## config.mk

```make
export PLATFORM = sky130hd
export DESIGN_NAME = rsp_status_pack
export DESIGN_NICKNAME = d
export VERILOG_FILES = /design/src/rsp_pkg.sv /design/src/rsp_symbol_check.sv /design/src/rsp_status_pack.sv
export SDC_FILE = /design/constraint.sdc
export NUM_CORES = 1
export LEC_CHECK = 0
export ABC_AREA = 1
export BUFFER_PORTS_ARGS = -buffer_cell sky130_fd_sc_hd__buf_2
export CORE_AREA = 2 2 130 144
export DETAILED_ROUTE_END_ITERATION = 10
export DIE_AREA = 0 0 132 146
export PLACE_DENSITY = 0.87
export SETUP_SLACK_MARGIN = 0.02
export SYNTH_ARGS = -nofsm -noshare
export SYNTH_HDL_FRONTEND = slang
export SYNTH_HIERARCHICAL = 1
export SYNTH_SLANG_ARGS = --single-unit
```

## constraint.sdc

```tcl
create_clock -name ref_clk -period 11.7 [get_ports ref_clk]
set_clock_uncertainty 0.15 [all_clocks]
set_input_delay 1.17 -clock ref_clk [delete_from_list [all_inputs] [get_ports ref_clk]]
set_output_delay 1.17 -clock ref_clk [all_outputs]
set_load 0.05 [all_outputs]
```

## src/rsp_pkg.sv

```systemverilog
// shared constants for the receive status packing block
package rsp_pkg;
    // packed receive word
    localparam int PAR_W        = 80;
    localparam int LANE_STEP    = 16;   // lane spacing inside a half
    localparam int HALF_GAP     = 8;    // extra gap before lanes 2 and 3
    localparam int MAX_SYMBOLS  = 4;
    // field positions relative to a lane base
    localparam int POS_DATA     = 0;
    localparam int POS_CTRL     = 8;
    localparam int POS_VIOL     = 9;
    localparam int POS_SYNC     = 10;
    localparam int POS_DERR     = 11;
    localparam int POS_ALIGN    = 12;
    localparam int POS_RMF      = 13;   // two bits, 14:13, lane 0 only
    localparam int POS_RD       = 15;
    // error pair {violation, disparity error}
    localparam logic [1:0] ERR_NONE = 2'h0;
    localparam logic [1:0] ERR_VIOL = 2'h2;
    localparam logic [1:0] ERR_DISP = 2'h3;
    // rate-match fifo state field
    localparam logic [1:0] RMF_NORMAL = 2'h0;
    localparam logic [1:0] RMF_DELETE = 2'h1;
    localparam logic [1:0] RMF_INSERT = 2'h2;
    localparam logic [1:0] RMF_FULL   = 2'h3;
    // register byte addresses
    localparam logic [4:0] REG_CTRL     = 5'h00;
    localparam logic [4:0] REG_STATUS   = 5'h04;
    localparam logic [4:0] REG_IRQ_STAT = 5'h08;
    localparam logic [4:0] REG_IRQ_MASK = 5'h0C;
    localparam logic [4:0] REG_ERR_CNT  = 5'h10;
    // control bits
    localparam int CTRL_SIMPLE    = 0;
    localparam int CTRL_CNT_CLR   = 1;
    // interrupt bits
    localparam int IRQ_VIOL       = 0;
    localparam int IRQ_DERR       = 1;
    localparam int IRQ_SYNC_LOST  = 2;
    localparam int IRQ_RMF        = 3;
    localparam int IRQ_W          = 4;
    // reset values and counter width
    localparam logic       RST_RD_NEG = 1'h1;  // link starts at RD-
    localparam logic [3:0] RST_MASK   = 4'h0;
    localparam logic [3:0] RST_CTRL   = 4'h0;
    localparam int         CNT_W      = 16;
endpackage : rsp_pkg

```

## src/rsp_symbol_check.sv

```systemverilog
// one-symbol 8b/10b decode with violation and disparity checking
`timescale 1ns/100ps
module rsp_symbol_check (
    input  wire logic [9:0] code,       // {a,b,c,d,e,i,f,g,h,j}, a at bit 9
    input  wire logic       rd_in_neg,  // running disparity before symbol
    output logic      [7:0] data,
    output logic            ctrl,
    output logic            viol,
    output logic            derr,
    output logic            rd_out_neg
);
    import rsp_pkg::*;

    // six-bit sub-block: {legal, value}
    function automatic logic [5:0] dec6(input logic [5:0] c);
        logic [5:0] r;
        r = 6'h00;
        case (c)
            6'h27, 6'h18: r = 6'h20;
            6'h1D, 6'h22: r = 6'h21;
            6'h2D, 6'h12: r = 6'h22;
            6'h31:        r = 6'h23;
            6'h35, 6'h0A: r = 6'h24;
            6'h29:        r = 6'h25;
            6'h19:        r = 6'h26;
            6'h38, 6'h07: r = 6'h27;
            6'h39, 6'h06: r = 6'h28;
            6'h25:        r = 6'h29;
            6'h15:        r = 6'h2A;
            6'h34:        r = 6'h2B;
            6'h0D:        r = 6'h2C;
            6'h2C:        r = 6'h2D;
            6'h1C:        r = 6'h2E;
            6'h17, 6'h28: r = 6'h2F;
            6'h1B, 6'h24: r = 6'h30;
            6'h23:        r = 6'h31;
            6'h13:        r = 6'h32;
            6'h32:        r = 6'h33;
            6'h0B:        r = 6'h34;
            6'h2A:        r = 6'h35;
            6'h1A:        r = 6'h36;
            6'h3A, 6'h05: r = 6'h37;
            6'h33, 6'h0C: r = 6'h38;
            6'h26:        r = 6'h39;
            6'h16:        r = 6'h3A;
            6'h36, 6'h09: r = 6'h3B;
            6'h0E, 6'h0F, 6'h30: r = 6'h3C;
            6'h2E, 6'h11: r = 6'h3D;
            6'h1E, 6'h21: r = 6'h3E;
            6'h2B, 6'h14: r = 6'h3F;
            default:      r = 6'h00;
        endcase
        return r;
    endfunction

    // four-bit sub-block: {legal, value}
    function automatic logic [3:0] dec4(input logic [3:0] c);
        logic [3:0] r;
        r = 4'h0;
        case (c)
            4'hB, 4'h4:             r = 4'h8;
            4'h9:                   r = 4'h9;
            4'h5:                   r = 4'hA;
            4'hC, 4'h3:             r = 4'hB;
            4'hD, 4'h2:             r = 4'hC;
            4'hA:                   r = 4'hD;
            4'h6:                   r = 4'hE;
            4'hE, 4'h1, 4'h7, 4'h8: r = 4'hF;
            default:                r = 4'h0;
        endcase
        return r;
    endfunction

    function automatic logic [2:0] ones(input logic [5:0] v);
        logic [2:0] n;
        n = 3'h0;
        for (int i = 0; i < 6; i++) begin
            n = n + 3'(v[i]);
        end
        return n;
    endfunction

    logic [5:0] r6;
    logic [3:0] r4;
    logic [2:0] o6;
    logic [2:0] o4;
    logic       k28;
    logic       rd_mid_neg;
    logic       derr6;
    logic       derr4;

    // decode, then walk disparity through both sub-blocks
    always_comb begin
        k28 = (code[9:4] == 6'h0F) || (code[9:4] == 6'h30);
        r6  = dec6(code[9:4]);
        // RD+ form of K28 (110000) carries the four-bit block inverted
        r4  = dec4((code[9:4] == 6'h30) ? ~code[3:0] : code[3:0]);
        o6  = ones(code[9:4]);
        o4  = ones({2'h0, code[3:0]});
        data = {r4[2:0], r6[4:0]};
        ctrl = k28 || (((r6[4:0] == 5'h17) || (r6[4:0] == 5'h1B) ||
                        (r6[4:0] == 5'h1D) || (r6[4:0] == 5'h1E)) &&
                       ((code[3:0] == 4'h7) || (code[3:0] == 4'h8)));
        viol  = !r6[5] || !r4[3];
        // a heavy block must oppose the running disparity
        derr6 = ((o6 > 3'h3) && !rd_in_neg) ||
                ((o6 < 3'h3) && rd_in_neg);
        rd_mid_neg = (o6 > 3'h3) ? 1'h0 :
                     (o6 < 3'h3) ? 1'h1 : rd_in_neg;
        derr4 = ((o4 > 3'h2) && !rd_mid_neg) ||
                ((o4 < 3'h2) && rd_mid_neg);
        rd_out_neg = (o4 > 3'h2) ? 1'h0 :
                     (o4 < 3'h2) ? 1'h1 : rd_mid_neg;
        derr = derr6 || derr4;
    end

endmodule // rsp_symbol_check

```

## src/rsp_status_pack.sv

```systemverilog
// receive 8b/10b status flags and packing into the parallel word
//
// The implementer's own choices: the placing of the registers and register access over Avalon-MM.
`timescale 1ns/100ps

// Behaviour
// - error pair {violation,disparity}: 00 none, 10 violation, 11 disparity error.
// - raise violation flag for any code group outside the 8b/10b tables.
// - raise disparity error flag when a group breaks running-disparity rules.
// - running-disparity flag high for symbol received at negative disparity.
// - alignment flag high when programmed pattern sits in current boundary.
// - sync flag high while synchronization conditions are being met.
// - error and disparity flags on read clock; align and sync need resync.
// - control indicator at bit 8, then 24, then 48 and 64.
// - violation flag at bit 9, then 25, then 49 and 65.
// - disparity error flag at bit 11, then 27, then 51 and 67.
// - running-disparity flag at bit 15, then 31, then 55 and 71.
// - alignment flag at bit 12, then 28, then 52 and 68.
// - sync flag at bit 10, then 26, then 50 and 66.
// - rate-match fifo state field occupies bits 14:13.
// - control indicator is 1 for control characters, 0 for data.
// - fifo state 00 normal, 01 delete, 10 insert, 11 full.
module rsp_status_pack #(
    parameter int SYMBOLS = 4   // 1, 2 or 4 symbols per word
) (
    input  wire logic                       ref_clk,
    input  wire logic                       reset,
    input  wire logic [4:0]                 avs_address,
    input  wire logic                       avs_read,
    input  wire logic                       avs_write,
    input  wire logic [31:0]                avs_writedata,
    input  wire logic [3:0]                 avs_byteenable,
    output logic      [31:0]                avs_readdata,
    output logic                            avs_waitrequest,
    input  wire logic [10*SYMBOLS-1:0]      rx_code,
    input  wire logic                       rx_code_valid,
    input  wire logic [SYMBOLS-1:0]         rx_pattern_hit,
    input  wire logic                       rx_sync_ok,
    input  wire logic [1:0]                 rx_rmfifo_state,
    output logic      [rsp_pkg::PAR_W-1:0]  rx_parallel_data,
    output logic                            rx_data_valid,
    output logic      [SYMBOLS-1:0]         rx_datak,
    output logic      [SYMBOLS-1:0]         rx_errdetect,
    output logic      [SYMBOLS-1:0]         rx_disperr,
    output logic      [SYMBOLS-1:0]         rx_runningdisp,
    output logic      [SYMBOLS-1:0]         rx_patterndetect,
    output logic      [SYMBOLS-1:0]         rx_syncstatus,
    output logic      [1:0]                 rx_rmfifostatus,
    output logic                            irq
);
    import rsp_pkg::*;

    // lane base in the packed word: 0, 16, 40, 56
    function automatic int lane_base(input int i);
        return i * LANE_STEP + ((i >= 2) ? HALF_GAP : 0);
    endfunction

    // per-lane decode results, disparity chained lane to lane
    logic [7:0]         lane_data [SYMBOLS];
    logic [SYMBOLS-1:0] lane_ctrl;
    logic [SYMBOLS-1:0] lane_viol;
    logic [SYMBOLS-1:0] lane_derr;
    logic [SYMBOLS:0]   lane_rd_neg;
    logic               rd_neg;

    assign lane_rd_neg[0] = rd_neg;

    for (genvar g = 0; g < SYMBOLS; g++) begin : g_lane
        rsp_symbol_check u_check (
            .code       (rx_code[10*g +: 10]),
            .rd_in_neg  (lane_rd_neg[g]),
            .data       (lane_data[g]),
            .ctrl       (lane_ctrl[g]),
            .viol       (lane_viol[g]),
            .derr       (lane_derr[g]),
            .rd_out_neg (lane_rd_neg[g+1])
        );
    end

    // ---------------- datapath ----------------
    logic [PAR_W-1:0]   next_par;
    logic               next_valid;
    logic [SYMBOLS-1:0] next_k;
    logic [SYMBOLS-1:0] next_err;
    logic [SYMBOLS-1:0] next_derr;
    logic [SYMBOLS-1:0] next_rdf;
    logic [SYMBOLS-1:0] next_pat;
    logic [SYMBOLS-1:0] next_syn;
    logic [1:0]         next_rmf;
    logic               next_rd_neg;
    logic               next_packed;
    logic               word_packed;   // last word carried packed flags
    logic               simple;        // simplified interface selected

    // all flags of a word are built from the same input word
    always_comb begin
        next_par    = rx_parallel_data;
        next_valid  = rx_code_valid;
        next_k      = rx_datak;
        next_err    = rx_errdetect;
        next_derr   = rx_disperr;
        next_rdf    = rx_runningdisp;
        next_pat    = rx_patterndetect;
        next_syn    = rx_syncstatus;
        next_rmf    = rx_rmfifo_state;
        next_rd_neg = rd_neg;
        next_packed = word_packed;
        if (rx_code_valid) begin
            next_par    = '0;
            next_packed = !simple;
            next_rd_neg = lane_rd_neg[SYMBOLS];
            for (int i = 0; i < SYMBOLS; i++) begin
                next_k[i]    = lane_ctrl[i];
                // a violation outranks a disparity error
                next_err[i]  = lane_viol[i] || lane_derr[i];
                next_derr[i] = !lane_viol[i] && lane_derr[i];
                next_rdf[i]  = lane_rd_neg[i];
                next_pat[i]  = rx_pattern_hit[i];
                next_syn[i]  = rx_sync_ok;
                if (simple) begin
                    // flags only on the side ports, bytes packed densely
                    next_par[8*i +: 8] = lane_data[i];
                end else begin
                    next_par[lane_base(i) + POS_DATA +: 8] = lane_data[i];
                    next_par[lane_base(i) + POS_CTRL]  = next_k[i];
                    next_par[lane_base(i) + POS_VIOL]  = next_err[i];
                    next_par[lane_base(i) + POS_DERR]  = next_derr[i];
                    next_par[lane_base(i) + POS_RD]    = next_rdf[i];
                    next_par[lane_base(i) + POS_ALIGN] = next_pat[i];
                    next_par[lane_base(i) + POS_SYNC]  = next_syn[i];
                end
            end
            if (!simple) begin
                next_par[POS_RMF +: 2] = rx_rmfifo_state;
            end
        end
    end

    // flags leave from flops on the read clock, aligned with data
    always_ff @(posedge ref_clk or posedge reset) begin
        if (reset) begin
            rx_parallel_data <= '0;
            rx_data_valid    <= 1'h0;
            rx_datak         <= '0;
            rx_errdetect     <= '0;
            rx_disperr       <= '0;
            rx_runningdisp   <= '0;
            rx_patterndetect <= '0;
            rx_syncstatus    <= '0;
            rx_rmfifostatus  <= RMF_NORMAL;
            rd_neg           <= RST_RD_NEG;
            word_packed      <= 1'h0;
        end else begin
            rx_parallel_data <= next_par;
            rx_data_valid    <= next_valid;
            rx_datak         <= next_k;
            rx_errdetect     <= next_err;
            rx_disperr       <= next_derr;
            rx_runningdisp   <= next_rdf;
            rx_patterndetect <= next_pat;
            rx_syncstatus    <= next_syn;
            rx_rmfifostatus  <= next_rmf;
            rd_neg           <= next_rd_neg;
            word_packed      <= next_packed;
        end
    end

    // ---------------- registers and interrupt ----------------
    logic [3:0]       ctrl_reg;
    logic [IRQ_W-1:0] irq_stat;
    logic [IRQ_W-1:0] irq_mask;
    logic [CNT_W-1:0] err_cnt;
    logic             sync_q;
    logic [3:0]       next_ctrl;
    logic [IRQ_W-1:0] next_stat;
    logic [IRQ_W-1:0] next_mask;
    logic [CNT_W-1:0] next_cnt;
    logic [IRQ_W-1:0] ev;
    logic [31:0]      next_rdata;
    logic             next_wait;
    logic             wr_go;

    assign simple = ctrl_reg[CTRL_SIMPLE];

    // one wait state: a write lands on the edge where waitrequest is low
    always_comb begin
        wr_go      = avs_write && !avs_waitrequest && avs_byteenable[0];
        next_wait  = !((avs_read || avs_write) && avs_waitrequest);
        next_rdata = avs_readdata;
        if (avs_read && avs_waitrequest) begin
            if (avs_address == REG_CTRL) begin
                next_rdata = {31'h0, ctrl_reg[CTRL_SIMPLE]};
            end else if (avs_address == REG_STATUS) begin
                next_rdata = {28'h0, rx_rmfifo_state, rd_neg, sync_q};
            end else if (avs_address == REG_IRQ_STAT) begin
                next_rdata = {28'h0, irq_stat};
            end else if (avs_address == REG_IRQ_MASK) begin
                next_rdata = {28'h0, irq_mask};
            end else if (avs_address == REG_ERR_CNT) begin
                next_rdata = {16'h0, err_cnt};
            end else begin
                next_rdata = 32'h0;   // unmapped reads as zero
            end
        end
        ev = '0;
        if (rx_code_valid) begin
            ev[IRQ_VIOL] = |lane_viol;
            ev[IRQ_DERR] = |(lane_derr & ~lane_viol);
        end
        ev[IRQ_SYNC_LOST] = sync_q && !rx_sync_ok;
        ev[IRQ_RMF]       = rx_rmfifo_state != RMF_NORMAL;
        next_ctrl = ctrl_reg;
        next_mask = irq_mask;
        next_stat = irq_stat;
        next_cnt  = err_cnt;
        if (wr_go && avs_address == REG_CTRL) begin
            next_ctrl = {3'h0, avs_writedata[CTRL_SIMPLE]};
        end
        if (wr_go && avs_address == REG_IRQ_MASK) begin
            next_mask = avs_writedata[IRQ_W-1:0];
        end
        if (wr_go && avs_address == REG_IRQ_STAT) begin
            next_stat = next_stat & ~avs_writedata[IRQ_W-1:0];
        end
        next_stat = next_stat | ev;   // a new event beats the clear
        // counter saturates so software never sees it wrap
        if (wr_go && avs_address == REG_CTRL &&
            avs_writedata[CTRL_CNT_CLR]) begin
            next_cnt = '0;
        end else if ((ev[IRQ_VIOL] || ev[IRQ_DERR]) && !(&err_cnt)) begin
            next_cnt = err_cnt + CNT_W'(1);
        end
    end

    always_ff @(posedge ref_clk or posedge reset) begin
        if (reset) begin
            ctrl_reg        <= RST_CTRL;
            irq_stat        <= '0;
            irq_mask        <= RST_MASK;
            err_cnt         <= '0;
            sync_q          <= 1'h0;
            avs_readdata    <= 32'h0;
            avs_waitrequest <= 1'h1;
            irq             <= 1'h0;
        end else begin
            ctrl_reg        <= next_ctrl;
            irq_stat        <= next_stat;
            irq_mask        <= next_mask;
            err_cnt         <= next_cnt;
            sync_q          <= rx_sync_ok;
            avs_readdata    <= next_rdata;
            avs_waitrequest <= next_wait;
            irq             <= |(next_stat & next_mask);
        end
    end

    // ---------------- checks ----------------
    localparam int TOP = lane_base(SYMBOLS - 1);
endmodule // rsp_status_pack

```

Word level (Yosys, flattened, before mapping)
Memories as Yosys holds them, arrays and structs flattened.
Cells that the tools add are included.
- flip-flop bits (word level): 145
- bits in latches: 0
- memory bits (writable): 0
- bits in read-only memories: 1792
- logic and storage cells: 270
- memories kept: 8
- $add $sub $neg: 33
- $mul: 0
- div/mod/pow operators: 0
- order comparisons: 16
- equal/unequal tests: 36
- shift-type cells: 0
- multiplexer cells: 38
- bitwise gates (word level): 10
- reduce and logical (&&, ||, !) cells: 111
- memories (memory ; words ; width ; rd ports ; clocked after memory_dff ; write ports ; RTL line ; text):
    (name not given) ; 64 ; 6 ; 1 ; 0 ; 0 ; rsp_symbol_check.sv:18 ; case (c)
    (name not given) ; 64 ; 6 ; 1 ; 0 ; 0 ; rsp_symbol_check.sv:18 ;
    (name not given) ; 64 ; 6 ; 1 ; 0 ; 0 ; rsp_symbol_check.sv:18 ;
    (name not given) ; 64 ; 6 ; 1 ; 0 ; 0 ; rsp_symbol_check.sv:18 ;
    (name not given) ; 16 ; 4 ; 1 ; 0 ; 0 ; rsp_symbol_check.sv:60 ; case (c)
    (name not given) ; 16 ; 4 ; 1 ; 0 ; 0 ; rsp_symbol_check.sv:60 ;
    2 more memories ; -- ; -- ; -- ; -- ; -- ; -- ;
- operator list (operator ; number):
    16-bit two-way mux ; 7
    5-bit equality test (second input constant) ; 17
    3-bit by 1-bit adder with 3-bit output ; 24
    1-bit logical OR ; 46
    1-bit logical AND ; 34
    13-bit two-way mux ; 2
    6-bit by 4-bit equality test with 1-bit output (second input constant) ; 4
    6-bit equality test (second input constant) ; 4
    3-bit by 2-bit > comparator with 1-bit output (second input constant) ; 8
    1-bit logical NOT ; 24
    3-bit by 2-bit less-than comparator with 1-bit output (second input constant) ; 8
    4-bit two-way mux ; 6
    8-bit two-way mux ; 3
    4-bit inverter ; 6
    1-bit two-way mux ; 18
    1-bit by 1-bit adder with 2-bit output ; 8
    16-bit by 1-bit adder with 16-bit output (second input constant) ; 1
    4-bit by 3-bit equality test with 1-bit output (second input constant) ; 4
    4-bit equality test (second input constant) ; 4
    16-bit AND reduction ; 1
    4-bit bitwise AND ; 3
    4-bit OR reduction ; 3
    5-bit by 4-bit equality test with 1-bit output (second input constant) ; 2
    5-bit by 3-bit equality test with 1-bit output (second input constant) ; 1
    other kinds (4) ; 6

Logic depth before layout (Yosys ltp)
Gate-level depths: netlist of run 1.
- word-level depth: 31
- mapped depth: 32

Cells and area by module
The synthesis of run 1 kept the hierarchy.
- modules (own cells, without submodules) (module ; times used ; cells each ; area each (µm²) ; seq. area each (µm²)):
    rsp_status_pack ; 1 ; 697 ; 6018.3 ; 3205.6
    rsp_symbol_check at g_lane[2].u_check ; 1 ; 197 ; 1204.9 ; 0.0
    rsp_symbol_check at g_lane[3].u_check ; 1 ; 198 ; 1161.1 ; 0.0
    rsp_symbol_check at g_lane[0].u_check ; 1 ; 205 ; 1158.6 ; 0.0
    rsp_symbol_check at g_lane[1].u_check ; 1 ; 193 ; 1114.8 ; 0.0

Worst setup path before layout of run 1
No wires, ideal clock.
- path type: in2reg
- start point: in rx_code[4]
- end point: reg err_cnt[11]
- arrival: 5.674 ns
- data required time: 11.435 ns
- setup slack: 5.760 ns
- stages: 32
- buffers on the path: 1
- cells stage by stage: fa_1 > inv_1 > fa_1 > inv_1 > ha_1 > fa_1 > a21o_1 > a21oi_1 > inv_1 > o21ai_0 > inv_1 > a21oi_1 > inv_1 > o21ai_0 > inv_1 > a21oi_1 > inv_1 > o21ai_0 > inv_1 > a21oi_1 > inv_1 > nand3_1 > o2111ai_1 > nand2_1 > nand2_1 > o21ai_1 > nand2_1 > nand2_4 > nand2_4 > buf_12 > nand2_2 > nand2_2
- longest elaborated chain between the ends: 30
- RTL lines (element ; RTL line ; text):
    start: declaration ; rsp_status_pack.sv:35 ; input wire logic [10*SYMBOLS-1:0] rx_code,
    1-bit by 1-bit adder with 2-bit output * ; rsp_symbol_check.sv:78 ; n = n + 3'(v[i]);
    3-bit by 1-bit adder with 3-bit output * (4 in a row) ; rsp_symbol_check.sv:78 ;
    3-bit by 2-bit less-than comparator with 1-bit output ; rsp_symbol_check.sv:109 ; (o6 < 3'h3) ? 1'h1 : rd_in_neg;
    1-bit two-way mux ; rsp_symbol_check.sv:109 ;
    1-bit two-way mux * ; rsp_symbol_check.sv:108 ; rd_mid_neg = (o6 > 3'h3) ? 1'h0 :
    1-bit two-way mux * ; rsp_symbol_check.sv:113 ; (o4 < 3'h2) ? 1'h1 : rd_mid_neg;
    1-bit two-way mux * ; rsp_symbol_check.sv:112 ; rd_out_neg = (o4 > 3'h2) ? 1'h0 :
    named net lane_rd_neg[1] ; rsp_status_pack.sv:63 ; logic [SYMBOLS:0] lane_rd_neg;
    [... 4 more ...] ; -- ;
    named net lane_rd_neg[2] ; rsp_status_pack.sv:63 ;
    [... 4 more ...] ; -- ;
    named net lane_rd_neg[3] ; rsp_status_pack.sv:63 ;
    [... 5 more ...] ; -- ;
    1-bit logical OR * ; rsp_symbol_check.sv:114 ; derr = derr6 || derr4;
    named net lane_derr[3] ; rsp_status_pack.sv:62 ; logic [SYMBOLS-1:0] lane_derr;
    4-bit bitwise AND * ; rsp_status_pack.sv:208 ; ev[IRQ_DERR] = |(lane_derr & ~lane_viol);
    4-bit OR reduction * ; rsp_status_pack.sv:208 ;
    2-bit two-way mux * ; rsp_status_pack.sv:206 ; if (rx_code_valid) begin
    1-bit logical OR * ; rsp_status_pack.sv:230 ; end else if ((ev[IRQ_VIOL] || ev[IRQ_DERR]) && !(&err_cnt)) begin
    1-bit logical AND * ; rsp_status_pack.sv:230 ;
    2-bit nonzero test (no line) * ; -- ;
    end signal: assignment ; rsp_status_pack.sv:249 ; err_cnt <= next_cnt;
    end: declaration ; rsp_status_pack.sv:172 ; logic [CNT_W-1:0] err_cnt;
The timed path passes the listed nets; every way through them passes the cells marked *.
A chain may end at the register's enable or synchronous reset.

Worst setup path after layout of run 1
- start point: in rx_code[7]
- end point: reg err_cnt[13]
- longest elaborated chain between the ends: 28
- RTL lines (element ; RTL line):
    3-bit by 1-bit adder with 3-bit output * (3 in a row) ; rsp_symbol_check.sv:78
    3-bit by 2-bit less-than comparator with 1-bit output ; rsp_symbol_check.sv:109
    1-bit two-way mux ; rsp_symbol_check.sv:109
    1-bit two-way mux * ; rsp_symbol_check.sv:108
    1-bit two-way mux * ; rsp_symbol_check.sv:113
    1-bit two-way mux * ; rsp_symbol_check.sv:112
    named net lane_rd_neg[1] ; rsp_status_pack.sv:63
    1-bit two-way mux * ; rsp_symbol_check.sv:109
    [... 3 more ...] ; --
    named net lane_rd_neg[2] ; rsp_status_pack.sv:63
    [... 4 more ...] ; --
    named net lane_rd_neg[3] ; rsp_status_pack.sv:63
    [... 5 more ...] ; --
    1-bit logical OR * ; rsp_symbol_check.sv:114
    named net lane_derr[3] ; rsp_status_pack.sv:62
    4-bit bitwise AND * ; rsp_status_pack.sv:208
    4-bit OR reduction * ; rsp_status_pack.sv:208
    2-bit two-way mux * ; rsp_status_pack.sv:206
    1-bit logical OR * ; rsp_status_pack.sv:230
    1-bit logical AND * ; rsp_status_pack.sv:230
    2-bit nonzero test (no line) * ; --
Marked as above.

==> impl_metrics.toml, run 1 <==
[synth]
yosys.area.top_type = "dfrtp_1"
ys.flop_type = "dfrtp_1"
synth_area_per_cell_um2 = 7.15
synth_edf_count = 0
netlist_area_um2 = 10700
yosys_warnings = 6
synth_top_cell_area_share_pct = 29.6
ys_seq_elements = 128
seq_area_frac_synth_pct = 30.1
ys_async_sr_fraction_pct = 100
synth.most_common_cell = "nand2_1"
netlist_top_cells_area = "dfrtp_1, nand2_1, ha_1, inv_1, nand3_1"
synthCells = 1490
synth_cell_type_count = 60
netlist_top_cells_count = "nand2_1, inv_1, dfrtp_1, nand3_1, o21ai_0"

[sta]
rsz0062_at_grt = "false"
setup_violations = 0
holdWs_ns = 0.319
fin_setup_tns_ns = 0
worstMarginPinSlew_ns = 1.10
hold_viol_final = 0
slew_headroom_pct = 26.7
layout_min_cycle_time_ns = 6.82
fmax_ghz = 0.147
fin_crit_sh_pct = 58.3
maxSlewViolCount = 0

[die]
start_util_pct = 60.3
die_x_um = 132
rows = 51
fp.dieArea_um2 = 19300
ios = 234
core_area_um2 = 17700
die_h_um = 146

[drt]
wl_mm = 27.7
drc = 0
detail-route-antenna-nets = 0
via_per_inst = 5.34
dr.pass1.iters = 6
drt_iter0_drc = 818
vias = 10100
wl_per_cell_um = 14.7

[clock_tree]
cts_tree = "yes"
cts.sinks = 128
cts_root_buffer = "clkbuf_16"
clk_path_buf_depth = 2
postCtsHoldBufs = 0
post_cts_resized = 0
cts_buffers = 17
clk_pin_slew_worst_paths_ns = 0.06
htreeDepth = 4
postCtsSetupBuffers = 0
insertion_delay_ns = 0.43

[outcome]
outcome = "finished, final reports clean"

[worst_setup_path]
critPathMaxFanout = 18
r2r-end = "err_cnt[13]$_DFFE_PP0P_"
path_buf_inv = 10
path_delay_family = "compound AO/OA/AOI/OAI gates"
worstSetupStartpointType = "primary input"
slowest_stage = "fa_1"
cp.required_ns = 11.86
crit-reg2reg-launch = "rd_neg$_DFFE_PP1P_"
critPathKind = "in2reg"
worst-endpoint-arrival_ns = 6.98
r2r_cells = 25
r2r_slack_ns = 7.05
end_kind = "flop"
cpMostUsedCell = "inv_1"
slowest_delay_ns = 0.51

[final_layout]
drive_gt1_share_pct = 20.0
postLayoutCoreUtil_pct = 67.7
final_area_um2 = 12000
multi_input_area_um2 = 6220
insertedDiodeCount = 0
largest_registers = "rx_parallel_data x59, avs_readdata x16, err_cnt x16"
largest_reg_flops = 59
syn_to_final_growth_pct = 12.3
register_area_um2 = 3210
fillCellCount = 1516
layout.nets = 1797
largest-register = "rx_parallel_data"

[placed_design]
port_buffers = 166
routabilityCongestion = 0.954
hpwl_mm = 21.2
dpl_cell_area_um2 = 11400

[global_routing]
grt_overflow = 0
grt_pass1_vias = 9242
antenna_found_initial = 0
grt_use_total_pct = 28.5
grt_pass1_wl_mm = 44.7
grt_start_max_net_pins = 89

[min_path]
min-delay-start = "rx_parallel_data[6]$_DFFE_PP0P_"
hold_path.class = "reg2reg"
holdPathEnd = "rx_parallel_data[6]$_DFFE_PP0P_"
hold_path_depth = 2

[power_and_ir_drop]
pwr_density_cell_nw_per_um2 = 143
ir_worst_vdd_mv = 0.119
p_leak_uw = 0.00661

[flow_run]
cap_viol_max_count = 0
logic make-up (layout without fill, tap and decap cells):
logic type | after synthesis | in the layout | share of synthesized area (%)
AND/OR/NAND/NOR | 773 | 773 | 32.7
buffers and inverters | 287 | 405 | 12.7
AO/OA/AOI/OAI | 198 | 198 | 11.5
flip-flops | 128 | 128 | 30.1
adder cells (fa/ha/maj) | 74 | 74 | 9.81
XOR/XNOR | 27 | 27 | 2.92
multiplexers | 2 | 2 | 0.188
other | 1 | 36 | 0.0352
layout by cell type, fill, tap and decap left out, types with 7 or more instances in the layout:
| master | count |
|---|---|
| a21oi_1 | 24 |
| buf_2 | 166 |
| clkbuf_16 | 17 |
| conb_1 | 36 |
| dfrtp_1 | 126 |
| fa_1 | 16 |
| ha_1 | 58 |
| inv_1 | 179 |
| inv_2 | 19 |
| nand2_1 | 482 |
| nand2_2 | 33 |
| nand3_1 | 108 |
| nand3_2 | 8 |
| nand4_1 | 9 |
| nor2_1 | 86 |
| nor2_2 | 7 |
| nor2_4 | 12 |
| o2111ai_1 | 7 |
| o211ai_1 | 7 |
| o21ai_0 | 87 |
| o21ai_1 | 10 |
| o21ai_2 | 7 |
| o221ai_1 | 15 |
| o31ai_1 | 9 |
| xor2_1 | 17 |
| xor2_2 | 7 |
power breakdown:
part / leakage, uW / switching, uW / internal, uW
registers: 0.00164 / 53.8 / 500
logic: 0.00467 / 445 / 159
clock network: 0.000298 / 212 / 344
through the flow:
| stage | cells | total power (uW) | setup WS (ns) |
|---|---|---|---|
| 2_1_floorplan | 1525 | 1020 | 5.76 |
| 3_3_place_gp | 1849 | 1140 | 4.75 |
| 3_5_place_dp | 1849 | 1160 | 4.55 |
| 4_1_cts | 1881 | 1720 | 4.95 |
| 5_1_grt | 1881 | 1800 | 4.39 |
| 6_report | 1881 | 1710 | 4.88 |
layout make-up:
type / count / area share, %
well taps: 238 / 2.49
clock inverters: 14 / 1.51
multi-input cells: 1110 / 52.0
flip-flops and latches: 128 / 26.8
inverters: 205 / 6.49
repair buffers: 168 / 7.07
clock buffers: 18 / 3.67
how the worst max path moves through the flow:
stage | from | to | depth (start not counted)
global route | rx_code[7] | err_cnt[3]$_DFFE_PP0P_ | 32
detailed placement | rx_code[7] | err_cnt[8]$_DFFE_PP0P_ | 32
CTS | rx_code[7] | err_cnt[13]$_DFFE_PP0P_ | 32
finish | rx_code[7] | err_cnt[13]$_DFFE_PP0P_ | 32
global placement | rx_code[7] | err_cnt[8]$_DFFE_PP0P_ | 32
floorplan | rx_code[4] | err_cnt[11]$_DFFE_PP0P_ | 32
metal layers:
metal / vias up / GRT usage (%) / share of wire, %
met5: - / 0 / 0
met4: 0 / 10.4 / 2.7
met3: 51 / 4.77 / 6.9
met2: 377 / 45.9 / 47
met1: 4672 / 38.9 / 44
li1: 4953 / - / -
worst min-delay path: stages (launching register included):
cell	delay [ns]
dfrtp_1	0.33
nand2_1	0.06
nand2_1	0.05
(Power assumes the default switching activity.)
==> run 2, diff against run 1 <==
--- a/config.mk
+++ b/config.mk
@@ -7,10 +7,10 @@
 export LEC_CHECK = 0
 export ABC_AREA = 1
 export BUFFER_PORTS_ARGS = -buffer_cell sky130_fd_sc_hd__buf_2
-export CORE_AREA = 2 2 130 144
+export CORE_AREA = 2 2 141 157
 export DETAILED_ROUTE_END_ITERATION = 10
-export DIE_AREA = 0 0 132 146
-export PLACE_DENSITY = 0.87
+export DIE_AREA = 0 0 143 159
+export PLACE_DENSITY = 0.78
 export SETUP_SLACK_MARGIN = 0.02
 export SYNTH_ARGS = -nofsm -noshare
 export SYNTH_HDL_FRONTEND = slang
==> constraint.sdc (replaced) <==
create_clock -name ref_clk -period 5.8 [get_ports ref_clk]
set_clock_uncertainty 0.15 [all_clocks]
set_input_delay 0.58 -clock ref_clk [delete_from_list [all_inputs] [get_ports ref_clk]]
set_output_delay 0.58 -clock ref_clk [all_outputs]
set_load 0.05 [all_outputs]
==> run 2 against run 1 <==
Net effect: largest power group unchanged; critical path type unchanged; critical path depth grew 2; count of clock-buffer cells in the layout shrank 1; die area grew 18%.
==> impl_metrics.toml, run 2 (same netlist as run 1, synthesis figures left out) <==
[outcome]
outcome = "finished, final reports clean"

[final_layout]
layout.nets = 1813
syn_to_final_growth_pct = 14.2
largest_registers = "rx_parallel_data x59, avs_readdata x16, err_cnt x16"
insertedDiodeCount = 0
largest-register = "rx_parallel_data"
layout.cells.non_filler = 1949
drive_gt1_share_pct = 20.9
final_cell_mix = "nand2_1, inv_1, buf_2"
layout_commonest_cell = "nand2_1"
largest_reg_flops = 59

[drt]
drc = 0
via_per_inst = 5.12
dr.pass1.iters = 7
vias = 9981
drt_iter0_drc = 564
detail-route-antenna-nets = 0
wl_per_cell_um = 14.5
wl_mm = 28.3

[placed_design]
hpwl_mm = 21.6
port_buffers = 166
routabilityCongestion = 0.943
pre_cts_slack_ns = -0.233
dp.cells = 1917

[worst_setup_path]
slowest_stage = "fa_1"
crit-reg2reg-launch = "rd_neg$_DFFE_PP1P_"
startpoint = "rx_code[4]"
end_kind = "flop"
worst-endpoint-arrival_ns = 5.56
slowest_delay_ns = 0.53
cp.required_ns = 5.97
critPathKind = "in2reg"
worstSetupStartpointType = "primary input"
cpMostUsedCell = "inv_1"
critPathMaxFanout = 13

[global_routing]
grt_start_max_net_pins = 89
grt_overflow = 0
grt_pass1_vias = 9335
grt_use_total_pct = 25.0
antenna_found_initial = 0
grt_pass1_wl_mm = 45.9

[sta]
fmax_ghz = 0.186
hold_viol_final = 0
rsz0062_at_grt = "true"
slew_headroom_pct = 31.9
layout_min_cycle_time_ns = 5.39
fin_crit_sh_pct = 92.9
maxSlewViolCount = 0
holdWs_ns = 0.116
setup_violations = 0
worstMarginPinSlew_ns = 1.02
worst_slack_ns = 0.410

[clock_tree]
insertion_delay_ns = 0.43
htreeDepth = 4
cts_buffers = 17
clk_path_buf_depth = 2
postCtsHoldBufs = 0
cts.sinks = 128
cts_root_buffer = "clkbuf_16"
cts_tree = "yes"
clk_pin_slew_worst_paths_ns = 0.06

[die]
die_x_um = 143
start_util_pct = 50.5
rows = 56
die_h_um = 159
ios = 234
core_area_um2 = 21100
fp.dieArea_um2 = 22700

[power_and_ir_drop]
pwr_density_cell_nw_per_um2 = 289
ir_worst_vdd_mv = 0.220
p_leak_uw = 0.00669
power_uw = 3510

[min_path]
hold_path.class = "in2async"

[flow_run]
cap_viol_max_count = 0
run 2: cell count changes in the layout (fill, tap and decap cells not counted), sizes merged:
cell / before / now
buf: 168 / 184
inv: 204 / 209
clkinv: 10 / 7
clkbuf: 18 / 17
clkinvlp: 2 / 1
run 2: routing by layer:
| layer | wire length, um | part of all wire, % | global-route usage [%] |
|---|---|---|---|
| met1 | 12400 | 44 | 33.8 |
| met2 | 13500 | 48 | 40.7 |
| met3 | 1840 | 6.5 | 4.72 |
| met4 | 512 | 1.8 | 7.16 |
| met5 | 0 | 0 | 0 |
run 2: worst paths after layout:
path | slack (ns) | cells after the start | endpoint
hold / removal | 0.12 | 2 | rx_parallel_data[0]$_DFFE_PP0P_
min in group ref_clk | 0.15 | 1 | sync_q$_DFF_PP0_
hold reg to reg | 0.32 | 2 | rx_parallel_data[7]$_DFFE_PP0P_
setup / recovery | 0.41 | 34 | err_cnt[3]$_DFFE_PP0P_
max in group asynchronous | 4.25 | 3 | rx_parallel_data[47]$_DFFE_PP0P_
setup reg to reg | 1.89 | 27 | err_cnt[3]$_DFFE_PP0P_
run 2: power breakdown:
part	switching, uW	internal [uW]	total, uW
logic	909	345	1250
clock network	457	691	1150
registers	101	1010	1110
total	1470	2040	3510
run 2: what timing repair did:
action,CTS,global route
setup endpoints to repair,0,17
endpoints found under the hold margin,0,0
resized for setup,0,4
buffers inserted,0,0
run 2: final cells by class:
| type | count | area, um^2 |
|---|---|---|
| Clock buffer | 17 | 425 |
| Sequential cell | 128 | 3210 |
| Clock inverter | 15 | 196 |
| Multi-Input combinational cell | 1110 | 6230 |
| Timing Repair Buffer | 184 | 966 |
| Inverter | 205 | 779 |
| Fill cell | 2003 | 8920 |
| Tap cell | 290 | 363 |
run 2: critical path: cells and delay by family:
family	cells	cell delay, ns
AOI/OAI and AO/OA	11	1.70
adders and majority gates	4	1.61
buffers and inverters	12	0.97
and+or+nand+nor	7	0.69
run 2: through the flow:
step | TNS, ns | utilization [%] | cell area, um^2
finish | 0 | 57.7 | 12200
global placement | -1.47 | 54.7 | 11500
global route | 0 | 57.7 | 12200
detailed placement | -3.33 | 54.7 | 11500
floorplan | 0 | - | 10800
CTS | 0 | 57.7 | 12200
==> run 3, diff against run 2 <==
--- a/config.mk
+++ b/config.mk
@@ -5,11 +5,11 @@
 export SDC_FILE = /design/constraint.sdc
 export NUM_CORES = 1
 export LEC_CHECK = 0
-export ABC_AREA = 1
+export ABC_AREA = 0
 export BUFFER_PORTS_ARGS = -buffer_cell sky130_fd_sc_hd__buf_2
-export CORE_AREA = 2 2 141 157
+export CORE_AREA = 2 2 142 157
 export DETAILED_ROUTE_END_ITERATION = 10
-export DIE_AREA = 0 0 143 159
+export DIE_AREA = 0 0 144 159
 export PLACE_DENSITY = 0.78
 export SETUP_SLACK_MARGIN = 0.02
 export SYNTH_ARGS = -nofsm -noshare
==> run 3 against run 2 <==
Net effect: power increased by 1.3%; largest power group unchanged; sequential cell count unchanged; count of clock-buffer cells in the layout increased by 1.
==> impl_metrics.toml, run 3 <==
[outcome]
outcome = "finished, final reports clean"

[drt]
drt_iter0_drc = 607
drc = 0
wl_mm = 27.8
vias = 9618
wl_per_cell_um = 16.8
via_per_inst = 5.83
dr.pass1.iters = 5
detail-route-antenna-nets = 0

[synth]
synthCells = 1230
yosys_warnings = 6
netlist_top_cells_area = "dfrtp_1, ha_1, o21ai_0, a21oi_1, mux2i_1"
synth_cell_type_count = 101
synth_edf_count = 0
synth_top_cell_area_share_pct = 29.4
ys_async_sr_fraction_pct = 100
netlist_top_cells_count = "dfrtp_1, nand2_1, inv_1, o21ai_0, a21oi_1"
ys_seq_elements = 128
synth.most_common_cell = "dfrtp_1"
ys.flop_type = "dfrtp_1"
netlist_area_um2 = 10700
seq_area_frac_synth_pct = 29.9
yosys.area.top_type = "dfrtp_1"
synth_area_per_cell_um2 = 8.71

[worst_setup_path]
r2r-end = "err_cnt[10]$_DFFE_PP0P_"
end_kind = "flop"
slowest_delay_ns = 0.52
crit-reg2reg-launch = "rd_neg$_DFFE_PP1P_"
r2r_slack_ns = 2.05
worst-endpoint-arrival_ns = 5.59
critPathMaxFanout = 10
r2r_cells = 19
critPathKind = "in2reg"
slowest_stage = "fa_1"
startpoint = "rx_code[4]"
timing.critical_path.to = "err_cnt[10]$_DFFE_PP0P_"
cp.required_ns = 5.99
cpMostUsedCell = "nor2_1"
worstSetupStartpointType = "primary input"

[global_routing]
grt_overflow = 0
antenna_found_initial = 0
grt_pass1_vias = 9067
grt_start_max_net_pins = 81
grt_use_total_pct = 24.4
grt_pass1_wl_mm = 45.3

[sta]
fmax_ghz = 0.185
rsz0062_at_grt = "false"
holdWs_ns = 0.0944
fin_crit_sh_pct = 93.0
slew_headroom_pct = 38.8
layout_min_cycle_time_ns = 5.40
maxSlewViolCount = 0
worstMarginPinSlew_ns = 0.919
setup_violations = 0
fin_setup_tns_ns = 0
hold_viol_final = 0

[clock_tree]
clk_pin_slew_worst_paths_ns = 0.06
insertion_delay_ns = 0.43
cts_tree = "yes"
post_cts_resized = 0
cts_buffers = 17
postCtsSetupBuffers = 0
cts_root_buffer = "clkbuf_16"
clk_path_buf_depth = 2
htreeDepth = 4
cts.sinks = 128
postCtsHoldBufs = 0

[die]
die_x_um = 144
core_area_um2 = 21200
rows = 56
die_h_um = 159
fp.dieArea_um2 = 22900
ios = 234
start_util_pct = 50.5

[final_layout]
insertedDiodeCount = 0
layout.cells.non_filler = 1651
drive_gt1_share_pct = 22.0
layout_commonest_cell = "buf_2"
syn_to_final_growth_pct = 12.1
fillCellCount = 1904
final_cell_mix = "buf_2, dfrtp_1, nand2_1"
layout.nets = 1516
largest_reg_flops = 59
largest_registers = "rx_parallel_data x59, avs_readdata x16, err_cnt x16"
largest-register = "rx_parallel_data"

[power_and_ir_drop]
power_uw = 3560
ir_worst_vdd_mv = 0.212
p_leak_uw = 0.00543
pwr_density_cell_nw_per_um2 = 296

[placed_design]
port_buffers = 166
dp.cells = 1620
hpwl_mm = 20.2
routabilityCongestion = 0.911

[min_path]
hold_path.class = "in2async"

[flow_run]
cap_viol_max_count = 0
## run 3: layer usage
layer / GRT usage [%] / wire [um] / vias to the layer above
met5: 0 / 0 / -
met4: 8.29 / 707 / 0
met3: 6.35 / 1980 / 57
met2: 40.0 / 13500 / 354
met1: 31.2 / 11700 / 4627
li1: - / - / 4580
## run 3: power breakdown
group | switching, uW | total (uW) | internal (uW)
logic | 883 | 1260 | 373
registers | 124 | 1150 | 1030
clock network | 429 | 1150 | 719
total | 1440 | 3560 | 2120
## run 3: per-stage QoR
| step | utilization (%) | instance area (um^2) | setup slack (ns) |
|---|---|---|---|
| final | 56.6 | 12000 | 0.404 |
| after floorplan | - | 10800 | 0.381 |
| after detailed placement | 53.7 | 11400 | -0.00410 |
| after CTS | 56.6 | 12000 | 0.418 |
| after global routing | 56.6 | 12000 | 0.0628 |
| after global placement | 53.7 | 11400 | 0.0899 |
## run 3: layout make-up
class	instances	area [um^2]	area share, %
clock buffer	18	429	3.57
clock inverter	13	189	1.57
inverter	98	373	3.10
multi-input combinational	922	6500	54.1
sequential	128	3210	26.7
tap	290	363	3.02
timing repair buffer	182	953	7.94
## run 3: how the worst min path moves through the flow
stage / startpoint / endpoint / slack (ns)
floorplan: irq_stat[0]$_DFF_PP0_ / irq_stat[0]$_DFF_PP0_ / 0.31
global placement: avs_waitrequest$_DFF_PP1_ / avs_waitrequest$_DFF_PP1_ / 0.32
detailed placement: avs_readdata[0]$_DFFE_PP0P_ / avs_readdata[0]$_DFFE_PP0P_ / 0.32
CTS: reset / avs_readdata[6]$_DFFE_PP0P_ / 0.13
global route: reset / avs_readdata[7]$_DFFE_PP0P_ / 0.15
finish: reset / avs_readdata[6]$_DFFE_PP0P_ / 0.09
## run 3: worst max-delay path: cells and delay by family
| kind | cells | cell delay, ns |
|---|---|---|
| AOI/OAI and AO/OA | 7 | 1.43 |
| adders and majority gates | 4 | 1.65 |
| and+or+nand+nor | 11 | 1.42 |
| buffers and inverters | 5 | 0.52 |
## run 3: kinds of logic after synthesis
family                   synth area share [%]
multiplexers                             7.38
other                                  0.0350
AO/OA/AOI/OAI                            23.2
AND/OR/NAND/NOR                          17.3
adder cells (fa/ha/maj)                  10.5
buffers and inverters                    10.7
XOR/XNOR                                0.970
flip-flops                               29.9
